File: config.mk
export PLATFORM = sky130hd
export DESIGN_NAME = pie_top
export DESIGN_NICKNAME = d
export VERILOG_FILES = /design/src/pie_pkg.sv /design/src/pie_route_if.sv /design/src/pie_top.sv /design/src/pie_route.sv
export VERILOG_INCLUDE_DIRS = /design/src
export SDC_FILE = /design/constraint.sdc
export NUM_CORES = 1
export LEC_CHECK = 0
export BUFFER_PORTS_ARGS = -buffer_cell sky130_fd_sc_hd__buf_2
export CORE_MARGIN = 3
export CORE_UTILIZATION = 45
export DETAILED_ROUTE_END_ITERATION = 16
export GPL_ROUTABILITY_DRIVEN = 0
export MAX_ROUTING_LAYER = met4
export PLACE_DENSITY = 0.69
export SYNTH_ARGS = -nofsm -noshare
export SYNTH_HDL_FRONTEND = slang
export SYNTH_SLANG_ARGS = --single-unit
File: constraint.sdc
create_clock -name clk -period 2.5 [get_ports clk]
set_input_delay 0.5 -clock clk [delete_from_list [all_inputs] [get_ports clk]]
set_output_delay 0.5 -clock clk [all_outputs]
set_load 0.05 [all_outputs]
File: src/pie_defs.svh
// Offsets, field positions and reset values of the peripheral interrupt mask block
`ifndef PIE_DEFS_SVH
`define PIE_DEFS_SVH

`define PIE_OFF_EN_A 8'h00
`define PIE_OFF_EN_B 8'h04
`define PIE_OFF_EN_CAN 8'h08
`define PIE_OFF_PR_A 8'h0C
`define PIE_OFF_PR_B 8'h10
`define PIE_OFF_PR_CAN 8'h14
`define PIE_OFF_CTRL 8'h18
`define PIE_OFF_FLAGS 8'h1C
`define PIE_OFF_STATUS 8'h20
`define PIE_OFF_CLEAR 8'h24
`define PIE_OFF_IRQ_EN 8'h28

`define PIE_IMPL_A 8'hFF
`define PIE_IMPL_A_SMALL 8'h7F
`define PIE_IMPL_B 8'h5F
`define PIE_IMPL_B_SMALL 8'h1E
`define PIE_IMPL_CAN 8'hFF

`define PIE_RST_EN_A 8'h00
`define PIE_RST_EN_B 8'h00
`define PIE_RST_EN_CAN 8'hFF
`define PIE_RST_PRIO 8'hFF
`define PIE_RST_CTRL 8'h00

`define PIE_CTRL_PRIO_ON_BIT 7
`define PIE_CTRL_GROUP_EN_BIT 6
`define PIE_EVT_HIGH_BIT 0
`define PIE_EVT_LOW_BIT 1

`define PIE_RESP_OKAY 2'h0
`define PIE_RESP_SLVERR 2'h2

`endif

File: src/pie_pkg.sv
// Types shared by the peripheral interrupt mask block
`default_nettype none
package pie_pkg;
   typedef logic [7:0] pie_bank_t;
   typedef logic [1:0] pie_evt_t;
   typedef enum logic [3:0] {
      PIE_REG_EN_A = 4'h0,
      PIE_REG_EN_B = 4'h1,
      PIE_REG_EN_CAN = 4'h2,
      PIE_REG_PR_A = 4'h3,
      PIE_REG_PR_B = 4'h4,
      PIE_REG_PR_CAN = 4'h5,
      PIE_REG_CTRL = 4'h6,
      PIE_REG_FLAGS = 4'h7,
      PIE_REG_STATUS = 4'h8,
      PIE_REG_CLEAR = 4'h9,
      PIE_REG_IRQ_EN = 4'hA,
      PIE_REG_NONE = 4'hF
   } pie_reg_t;
endpackage : pie_pkg
`default_nettype wire

File: src/pie_route_if.sv
// Carrier between the register block and the request router
`default_nettype none
interface pie_route_if;
   pie_pkg::pie_bank_t flag [3];
   pie_pkg::pie_bank_t en [3];
   pie_pkg::pie_bank_t prio [3];
   logic prio_on;
   logic group_en;
   logic high_req;
   logic low_req;
   modport regs (output flag, en, prio, prio_on, group_en, input high_req, low_req);
   modport router (input flag, en, prio, prio_on, group_en, output high_req, low_req);
endinterface : pie_route_if
`default_nettype wire

File: src/pie_top.sv
// Peripheral interrupt enable and priority block with AXI4-Lite register access
`include "pie_defs.svh"
`default_nettype none
module pie_top #(
   parameter bit SMALL_PKG = 1'b0
) (
   // Clock, reset, enable
   input wire logic clk,
   input wire logic rst_b,
   input wire logic ce,
   // AXI4-Lite write address
   input wire logic awvalid,
   output logic awready,
   input wire logic [7:0] awaddr,
   // AXI4-Lite write data
   input wire logic wvalid,
   output logic wready,
   input wire logic [31:0] wdata,
   input wire logic [3:0] wstrb,
   // AXI4-Lite write response
   output logic bvalid,
   input wire logic bready,
   output logic [1:0] bresp,
   // AXI4-Lite read address
   input wire logic arvalid,
   output logic arready,
   input wire logic [7:0] araddr,
   // AXI4-Lite read data
   output logic rvalid,
   input wire logic rready,
   output logic [31:0] rdata,
   output logic [1:0] rresp,
   // Peripheral flag levels
   input wire logic [7:0] flag_a,
   input wire logic [7:0] flag_b,
   input wire logic [7:0] flag_can,
   // Requests to the core
   output logic high_req,
   output logic low_req,
   // Block interrupt
   output logic irq
);
   localparam pie_pkg::pie_bank_t IMPL_A = SMALL_PKG ? `PIE_IMPL_A_SMALL : `PIE_IMPL_A;
   localparam pie_pkg::pie_bank_t IMPL_B = SMALL_PKG ? `PIE_IMPL_B_SMALL : `PIE_IMPL_B;
   localparam pie_pkg::pie_bank_t IMPL_CAN = `PIE_IMPL_CAN;
   localparam pie_pkg::pie_bank_t RST_CTRL = `PIE_RST_CTRL;

   // Register index from a byte address; unaligned or unknown gives none
   function automatic pie_pkg::pie_reg_t decode(input logic [7:0] a);
      case (a)
         `PIE_OFF_EN_A: decode = pie_pkg::PIE_REG_EN_A;
         `PIE_OFF_EN_B: decode = pie_pkg::PIE_REG_EN_B;
         `PIE_OFF_EN_CAN: decode = pie_pkg::PIE_REG_EN_CAN;
         `PIE_OFF_PR_A: decode = pie_pkg::PIE_REG_PR_A;
         `PIE_OFF_PR_B: decode = pie_pkg::PIE_REG_PR_B;
         `PIE_OFF_PR_CAN: decode = pie_pkg::PIE_REG_PR_CAN;
         `PIE_OFF_CTRL: decode = pie_pkg::PIE_REG_CTRL;
         `PIE_OFF_FLAGS: decode = pie_pkg::PIE_REG_FLAGS;
         `PIE_OFF_STATUS: decode = pie_pkg::PIE_REG_STATUS;
         `PIE_OFF_CLEAR: decode = pie_pkg::PIE_REG_CLEAR;
         `PIE_OFF_IRQ_EN: decode = pie_pkg::PIE_REG_IRQ_EN;
         default: decode = pie_pkg::PIE_REG_NONE;
      endcase
   endfunction : decode

   pie_pkg::pie_bank_t en_a;
   pie_pkg::pie_bank_t en_b;
   pie_pkg::pie_bank_t en_can;
   pie_pkg::pie_bank_t pr_a;
   pie_pkg::pie_bank_t pr_b;
   pie_pkg::pie_bank_t pr_can;
   logic prio_on;
   logic group_en;
   pie_pkg::pie_evt_t status;
   pie_pkg::pie_evt_t irq_en;
   pie_pkg::pie_evt_t evt_set;
   pie_pkg::pie_evt_t evt_clr;

   logic aw_held;
   logic w_held;
   logic [7:0] aw_addr_q;
   logic [31:0] wdata_q;
   logic [3:0] wstrb_q;
   logic wr_fire;
   pie_pkg::pie_reg_t wr_reg;
   logic wr_low;
   logic ar_fire;
   pie_pkg::pie_reg_t rd_reg;
   logic [31:0] next_rdata;
   logic next_rresp_err;

   // Write side
   assign awready = ce & ~aw_held;
   assign wready = ce & ~w_held;
   assign wr_fire = ce & aw_held & w_held & ~bvalid;
   assign wr_reg = decode(aw_addr_q);
   // Only byte lane 0 carries register bits; other lanes are ignored
   assign wr_low = wr_fire & wstrb_q[0];

   always_ff @(posedge clk or negedge rst_b) begin
      if (!rst_b) begin
         aw_held <= 1'b0;
         aw_addr_q <= 8'h00;
      end else if (ce) begin
         if (awvalid && !aw_held) begin
            aw_held <= 1'b1;
            aw_addr_q <= awaddr;
         end else if (wr_fire) begin
            aw_held <= 1'b0;
         end
      end
   end

   always_ff @(posedge clk or negedge rst_b) begin
      if (!rst_b) begin
         w_held <= 1'b0;
         wdata_q <= 32'h0000_0000;
         wstrb_q <= 4'h0;
      end else if (ce) begin
         if (wvalid && !w_held) begin
            w_held <= 1'b1;
            wdata_q <= wdata;
            wstrb_q <= wstrb;
         end else if (wr_fire) begin
            w_held <= 1'b0;
         end
      end
   end

   always_ff @(posedge clk or negedge rst_b) begin
      if (!rst_b) begin
         bvalid <= 1'b0;
         bresp <= `PIE_RESP_OKAY;
      end else if (ce) begin
         if (wr_fire) begin
            bvalid <= 1'b1;
            bresp <= (wr_reg == pie_pkg::PIE_REG_NONE) ? `PIE_RESP_SLVERR : `PIE_RESP_OKAY;
         end else if (bready) begin
            bvalid <= 1'b0;
         end
      end
   end

   // Enable registers
   always_ff @(posedge clk or negedge rst_b) begin
      if (!rst_b) begin
         en_a <= `PIE_RST_EN_A & IMPL_A;
         en_b <= `PIE_RST_EN_B & IMPL_B;
         en_can <= `PIE_RST_EN_CAN & IMPL_CAN;
      end else if (wr_low) begin
         case (wr_reg)
            pie_pkg::PIE_REG_EN_A: en_a <= wdata_q[7:0] & IMPL_A;
            pie_pkg::PIE_REG_EN_B: en_b <= wdata_q[7:0] & IMPL_B;
            pie_pkg::PIE_REG_EN_CAN: en_can <= wdata_q[7:0] & IMPL_CAN;
            default: en_a <= en_a;
         endcase
      end
   end

   // Priority registers share the enable layouts
   always_ff @(posedge clk or negedge rst_b) begin
      if (!rst_b) begin
         pr_a <= `PIE_RST_PRIO & IMPL_A;
         pr_b <= `PIE_RST_PRIO & IMPL_B;
         pr_can <= `PIE_RST_PRIO & IMPL_CAN;
      end else if (wr_low) begin
         case (wr_reg)
            pie_pkg::PIE_REG_PR_A: pr_a <= wdata_q[7:0] & IMPL_A;
            pie_pkg::PIE_REG_PR_B: pr_b <= wdata_q[7:0] & IMPL_B;
            pie_pkg::PIE_REG_PR_CAN: pr_can <= wdata_q[7:0] & IMPL_CAN;
            default: pr_a <= pr_a;
         endcase
      end
   end

   always_ff @(posedge clk or negedge rst_b) begin
      if (!rst_b) begin
         prio_on <= RST_CTRL[`PIE_CTRL_PRIO_ON_BIT];
         group_en <= RST_CTRL[`PIE_CTRL_GROUP_EN_BIT];
      end else if (wr_low && wr_reg == pie_pkg::PIE_REG_CTRL) begin
         prio_on <= wdata_q[`PIE_CTRL_PRIO_ON_BIT];
         group_en <= wdata_q[`PIE_CTRL_GROUP_EN_BIT];
      end
   end

   always_ff @(posedge clk or negedge rst_b) begin
      if (!rst_b) begin
         irq_en <= 2'h0;
      end else if (wr_low && wr_reg == pie_pkg::PIE_REG_IRQ_EN) begin
         irq_en <= wdata_q[1:0];
      end
   end

   // Routing
   pie_route_if rt ();

   assign rt.flag[0] = flag_a & IMPL_A;
   assign rt.flag[1] = flag_b & IMPL_B;
   assign rt.flag[2] = flag_can & IMPL_CAN;
   assign rt.en[0] = en_a;
   assign rt.en[1] = en_b;
   assign rt.en[2] = en_can;
   assign rt.prio[0] = pr_a;
   assign rt.prio[1] = pr_b;
   assign rt.prio[2] = pr_can;
   assign rt.prio_on = prio_on;
   assign rt.group_en = group_en;

   pie_route u_route (
      .rt(rt.router)
   );

   // Registered so the core sees glitch-free levels, one cycle behind the flags
   always_ff @(posedge clk or negedge rst_b) begin
      if (!rst_b) begin
         high_req <= 1'b0;
         low_req <= 1'b0;
      end else if (ce) begin
         high_req <= rt.high_req;
         low_req <= rt.low_req;
      end
   end

   // Sticky events on each rising request; a set in the clear cycle wins
   assign evt_set[`PIE_EVT_HIGH_BIT] = rt.high_req & ~high_req;
   assign evt_set[`PIE_EVT_LOW_BIT] = rt.low_req & ~low_req;
   assign evt_clr = (wr_low && wr_reg == pie_pkg::PIE_REG_CLEAR) ? wdata_q[1:0] : 2'h0;

   always_ff @(posedge clk or negedge rst_b) begin
      if (!rst_b) begin
         status <= 2'h0;
      end else if (ce) begin
         status <= (status & ~evt_clr) | evt_set;
      end
   end

   always_ff @(posedge clk or negedge rst_b) begin
      if (!rst_b) begin
         irq <= 1'b0;
      end else if (ce) begin
         irq <= |(((status & ~evt_clr) | evt_set) & irq_en);
      end
   end

   // Read side
   assign arready = ce & ~rvalid;
   assign ar_fire = arvalid & arready;
   assign rd_reg = decode(araddr);

   always_comb begin
      next_rdata = 32'h0000_0000;
      next_rresp_err = 1'b0;
      case (rd_reg)
         pie_pkg::PIE_REG_EN_A: next_rdata[7:0] = en_a;
         pie_pkg::PIE_REG_EN_B: next_rdata[7:0] = en_b;
         pie_pkg::PIE_REG_EN_CAN: next_rdata[7:0] = en_can;
         pie_pkg::PIE_REG_PR_A: next_rdata[7:0] = pr_a;
         pie_pkg::PIE_REG_PR_B: next_rdata[7:0] = pr_b;
         pie_pkg::PIE_REG_PR_CAN: next_rdata[7:0] = pr_can;
         pie_pkg::PIE_REG_CTRL: begin
            next_rdata[`PIE_CTRL_PRIO_ON_BIT] = prio_on;
            next_rdata[`PIE_CTRL_GROUP_EN_BIT] = group_en;
         end
         pie_pkg::PIE_REG_FLAGS: next_rdata[23:0] = {rt.flag[2], rt.flag[1], rt.flag[0]};
         pie_pkg::PIE_REG_STATUS: next_rdata[1:0] = status;
         pie_pkg::PIE_REG_CLEAR: next_rdata = 32'h0000_0000;
         pie_pkg::PIE_REG_IRQ_EN: next_rdata[1:0] = irq_en;
         default: next_rresp_err = 1'b1;
      endcase
   end

   always_ff @(posedge clk or negedge rst_b) begin
      if (!rst_b) begin
         rvalid <= 1'b0;
         rdata <= 32'h0000_0000;
         rresp <= `PIE_RESP_OKAY;
      end else if (ce) begin
         if (ar_fire) begin
            rvalid <= 1'b1;
            rdata <= next_rdata;
            rresp <= next_rresp_err ? `PIE_RESP_SLVERR : `PIE_RESP_OKAY;
         end else if (rready) begin
            rvalid <= 1'b0;
         end
      end
   end
endmodule : pie_top
`default_nettype wire

File: src/pie_route.sv
// Request router: masks source flags and sorts them into high and low requests
`default_nettype none
module pie_route (
   pie_route_if.router rt
);
   // Any flag both enabled and selected by the given level mask
   function automatic logic bank_req(input pie_pkg::pie_bank_t f, input pie_pkg::pie_bank_t e,
                                     input pie_pkg::pie_bank_t sel);
      bank_req = |(f & e & sel);
   endfunction : bank_req

   logic any_hi;
   logic any_lo;
   logic any_all;

   always_comb begin
      any_hi = 1'b0;
      any_lo = 1'b0;
      any_all = 1'b0;
      for (int i = 0; i < 3; i++) begin
         any_hi = any_hi | bank_req(rt.flag[i], rt.en[i], rt.prio[i]);
         any_lo = any_lo | bank_req(rt.flag[i], rt.en[i], ~rt.prio[i]);
         any_all = any_all | bank_req(rt.flag[i], rt.en[i], 8'hFF);
      end
   end

   // Single-level mode uses the high request line alone and ignores priority bits
   assign rt.high_req = rt.prio_on ? any_hi : (rt.group_en & any_all);
   assign rt.low_req = rt.prio_on & any_lo;
endmodule : pie_route
`default_nettype wire

==> flow_metrics.env <==
export IMPL_cap_viol_max_count=0
export IMPL_hold_viol_final=0
export IMPL_utilization_pct=55.0
export IMPL_insertedDiodeCount=0
export IMPL_avgViaCountPerCell=5.88
export IMPL_initial_utilization_pct=47.1
export IMPL_postSynthCellCount=441
export IMPL_worst_hold_slack_ns=0.103
export IMPL_syn2layout_area_growth_pct=16.9
export IMPL_worstSetupStartpointType="flip-flop"
export IMPL_place_worst_setup_slack_ns=0.179
export IMPL_asyncSetResetFlopFracSynth_pct=100
export IMPL_first_global_vias=3892
export IMPL_tns_setup_ns=0
export IMPL_power_clock_fraction_pct=25.3
export IMPL_post_route_period_util_pct=83.2
export IMPL_numClockSinks=98
export IMPL_synth_sequential_area_ratio_pct=50.6
export IMPL_post_synth_cell_area_avg_um2=11.2
export IMPL_grt_setup_unrepaired="no"
export IMPL_chipWidth_um=111
export IMPL_final_max_slew_violation_count=0
export IMPL_boundaryPins=128
export IMPL_antenna_violations_before_repair=0
export IMPL_synth_seq_cells=98
export IMPL_cp_data_required_time_ns=2.76
export IMPL_internal_power_mw=2.72
export IMPL_combPwrFrac_pct=21.8
export IMPL_overall_routed_net_length_mm=12.8
export IMPL_port_buffers=86
export IMPL_ys_warn_count=0
export IMPL_detail_route_drc_violations=0
export IMPL_clock_tree_from_tritoncts="yes"
export IMPL_timing_critical_path_to_type="flip-flop"
export IMPL_timing_critical_path_slowest_cell_delay_ns=0.39
export IMPL_routed_wire_length_per_instance_um=18.8
export IMPL_cts_hold_repair_buffers=0
export IMPL_postCtsSetupBuffers=0
export IMPL_vias=4019
export IMPL_dr_pass1_iters=6
export IMPL_critical_path_reg2reg_startpoint="aw_addr_q[1]$_DFFE_PN0P_"
export IMPL_worstSkewPairLatency_ns=0.37
export IMPL_dieArea_um2=12200
export IMPL_clkTransAtPathRegs_ns=0.10
export IMPL_power_mw=4.13
export IMPL_final_setup_margin_ns=0.419
export IMPL_placementRows=37
export IMPL_cts_made_buffers=9
export IMPL_achievable_frequency_ghz=0.481
export IMPL_synth_enable_flop_cells=0
export IMPL_worst_clock_skew_ns=0.00996
export IMPL_clock_root_buffer="clkbuf_8"
export IMPL_critical_path_slowest_cell="dfrtp_1"
export IMPL_remaining_antenna_violation_count_after_routing=0
export IMPL_hp_class="input port to asynchronous set/reset pin"
export IMPL_finalCriticalPeriod_ns=2.08
export IMPL_status="finished clean"
export IMPL_path_cells="nor4_1 -> buf_4 -> nand3_1 -> nor3_1 -> nand2_1 -> mux2_2"
export IMPL_switching_share_pct=34.0
export IMPL_peakVddDrop_v=0.000366
export IMPL_floorplan_core_area_um2=10500
export IMPL_cts_path_max_buffers=2
export IMPL_critical_path_class="flip-flop to flip-flop"
export IMPL_grt_total_usage_pct=21.9
export IMPL_tightestPinTransition_ns=0.554
export IMPL_worst_slew_margin_rel_pct=62.7
export IMPL_detailedPlacementHpwl_mm=9.82
export IMPL_grt_first_pass_wirelength_mm=20.7
export IMPL_critical_path_startpoint="aw_addr_q[1]$_DFFE_PN0P_"
export IMPL_setup_violations_final=0
export IMPL_reg2reg_setup_slack_ns=0.42
export IMPL_post_route_cells_drive_above_1_share_pct=41.3
export IMPL_postSynth_topFlopCell="dfrtp_1"
export IMPL_grt_overflow=0
export IMPL_htreeDepth=3
export IMPL_pwr_share_seq_pct=52.9
export IMPL_total_switching_power_mw=1.40
export IMPL_drt_initial_drc_count=393
export IMPL_die_height_um=111
export IMPL_mappedNetlistArea_um2=4920
export IMPL_cts_resized_gates=0
export IMPL_leakagePower_nw=2.60
export IMPL_grt_start_max_net_pins=43
export IMPL_synth_distinct_cells=52
export IMPL_critical_path_max_fanout=9
export IMPL_p_per_area_nw_per_um2=717
export IMPL_critPathArrivalTime_ns=2.34
export IMPL_num_nets_final=626
==> registers in the layout (all words and copies together), names as in the netlist, 2 cells and up <==
register / count
en_can: 8
status: 2
en_a: 8
en_b: 6
aw_addr_q: 8
pr_a: 8
rdata: 22
pr_b: 6
pr_can: 8
irq_en: 2
wdata_q: 8
==> cell type report <==
class | instances | area [um^2]
timing repair buffer | 104 | 581
sequential | 98 | 2490
clock buffer | 11 | 141
inverter | 10 | 37.5
fill | 901 | 4710
multi-input combinational | 319 | 2270
clock inverter | 5 | 61.3
tap | 136 | 170
==> power by group through the flow <==
stage                     Combinational (mW)  Clock (mW)  Sequential, mW
after CTS                              0.904        1.07            2.17
after floorplan                        0.557           0            2.21
after detailed placement               0.903           0            2.20
after global placement                 0.876           0            2.18
final                                  0.898        1.05            2.18
after global routing                   0.982        1.14            2.23
==> path summary, 6_finish.rpt <==
| kind | end | cells after the start |
|---|---|---|
| worst max-delay path | en_a[3]$_DFFE_PN0P_ | 6 |
| min in group clk | wdata_q[1]$_DFFE_PN0P_ | 2 |
| worst min register to register | rdata[7]$_DFFE_PN0P_ | 2 |
| worst min-delay path | rdata[14]$_DFFE_PN0P_ | 1 |
| max in group asynchronous | en_can[4]$_DFFE_PN1P_ | 2 |
| worst max register to register | en_a[3]$_DFFE_PN0P_ | 6 |
==> logic make-up (layout without fill, tap and decap cells) <==
| family | count (synthesis) | after routing | share of synthesized area (%) |
|---|---|---|---|
| and+or+nand+nor | 158 | 158 | 18.1 |
| DFF | 98 | 98 | 50.6 |
| AOI/OAI and AO/OA | 82 | 82 | 12.0 |
| muxes | 67 | 67 | 15.2 |
| buffers and inverters | 35 | 130 | 4.09 |
| other | 1 | 12 | 0.0761 |
==> critical path, delay by kind of cell, from the launching register on <==
kind | cells | cell delay, ns
buffers and inverters | 1 | 0.18
flip-flops | 1 | 0.39
multiplexers | 1 | 0.37
AND/OR/NAND/NOR | 4 | 1.04
==> synth_stat cells (3+ instances only) <==
cell type | number | area share (%)
inv_1 | 10 | 0.76
a21oi_1 | 10 | 1.0
o21ai_0 | 13 | 1.3
buf_2 | 5 | 0.51
a221oi_1 | 3 | 0.53
nand2_1 | 56 | 4.3
nor4_2 | 5 | 1.3
o2111ai_1 | 4 | 0.71
nor4_1 | 5 | 0.64
a22o_1 | 17 | 3.0
nor2b_1 | 8 | 1.0
buf_4 | 15 | 2.3
nand4_1 | 11 | 1.4
mux2_2 | 63 | 14
a31oi_1 | 4 | 0.51
dfstp_2 | 30 | 16
a22oi_1 | 7 | 1.1
mux2i_1 | 4 | 0.81
nand2b_1 | 3 | 0.38
clkbuf_1 | 4 | 0.30
nor2_1 | 7 | 0.53
nor3b_1 | 3 | 0.46
o22ai_1 | 3 | 0.38
nand3_1 | 26 | 2.6
nand3b_1 | 16 | 2.4
o21ai_1 | 5 | 0.51
nor3_1 | 6 | 0.61
dfrtp_1 | 68 | 35
==> per-stage QoR <==
stage,cell area [um^2],cells
2_1_floorplan,4970,452
3_3_place_gp,5550,667
3_5_place_dp,5550,667
4_1_cts,5760,683
5_1_grt,5760,683
6_report,5760,683
==> cell usage in the layout (no fill, tap or decap), drive strengths merged, types with 12 or more instances in the layout <==
cell	count
o21ai	18
nand2	56
nand3b	16
dfrtp	68
a22o	17
dfstp	30
buf	104
mux2	63
conb	12
nand3	26
==> layer usage <==
metal / track usage [%] / wire length (um) / up-vias
li1: - / - / 1830
met1: 28.9 / 5520 / 1925
met2: 32.2 / 5760 / 220
met3: 4.77 / 1010 / 44
met4: 10.3 / 537 / 0
met5: - / 0 / -
(Power assumes the default switching activity.)
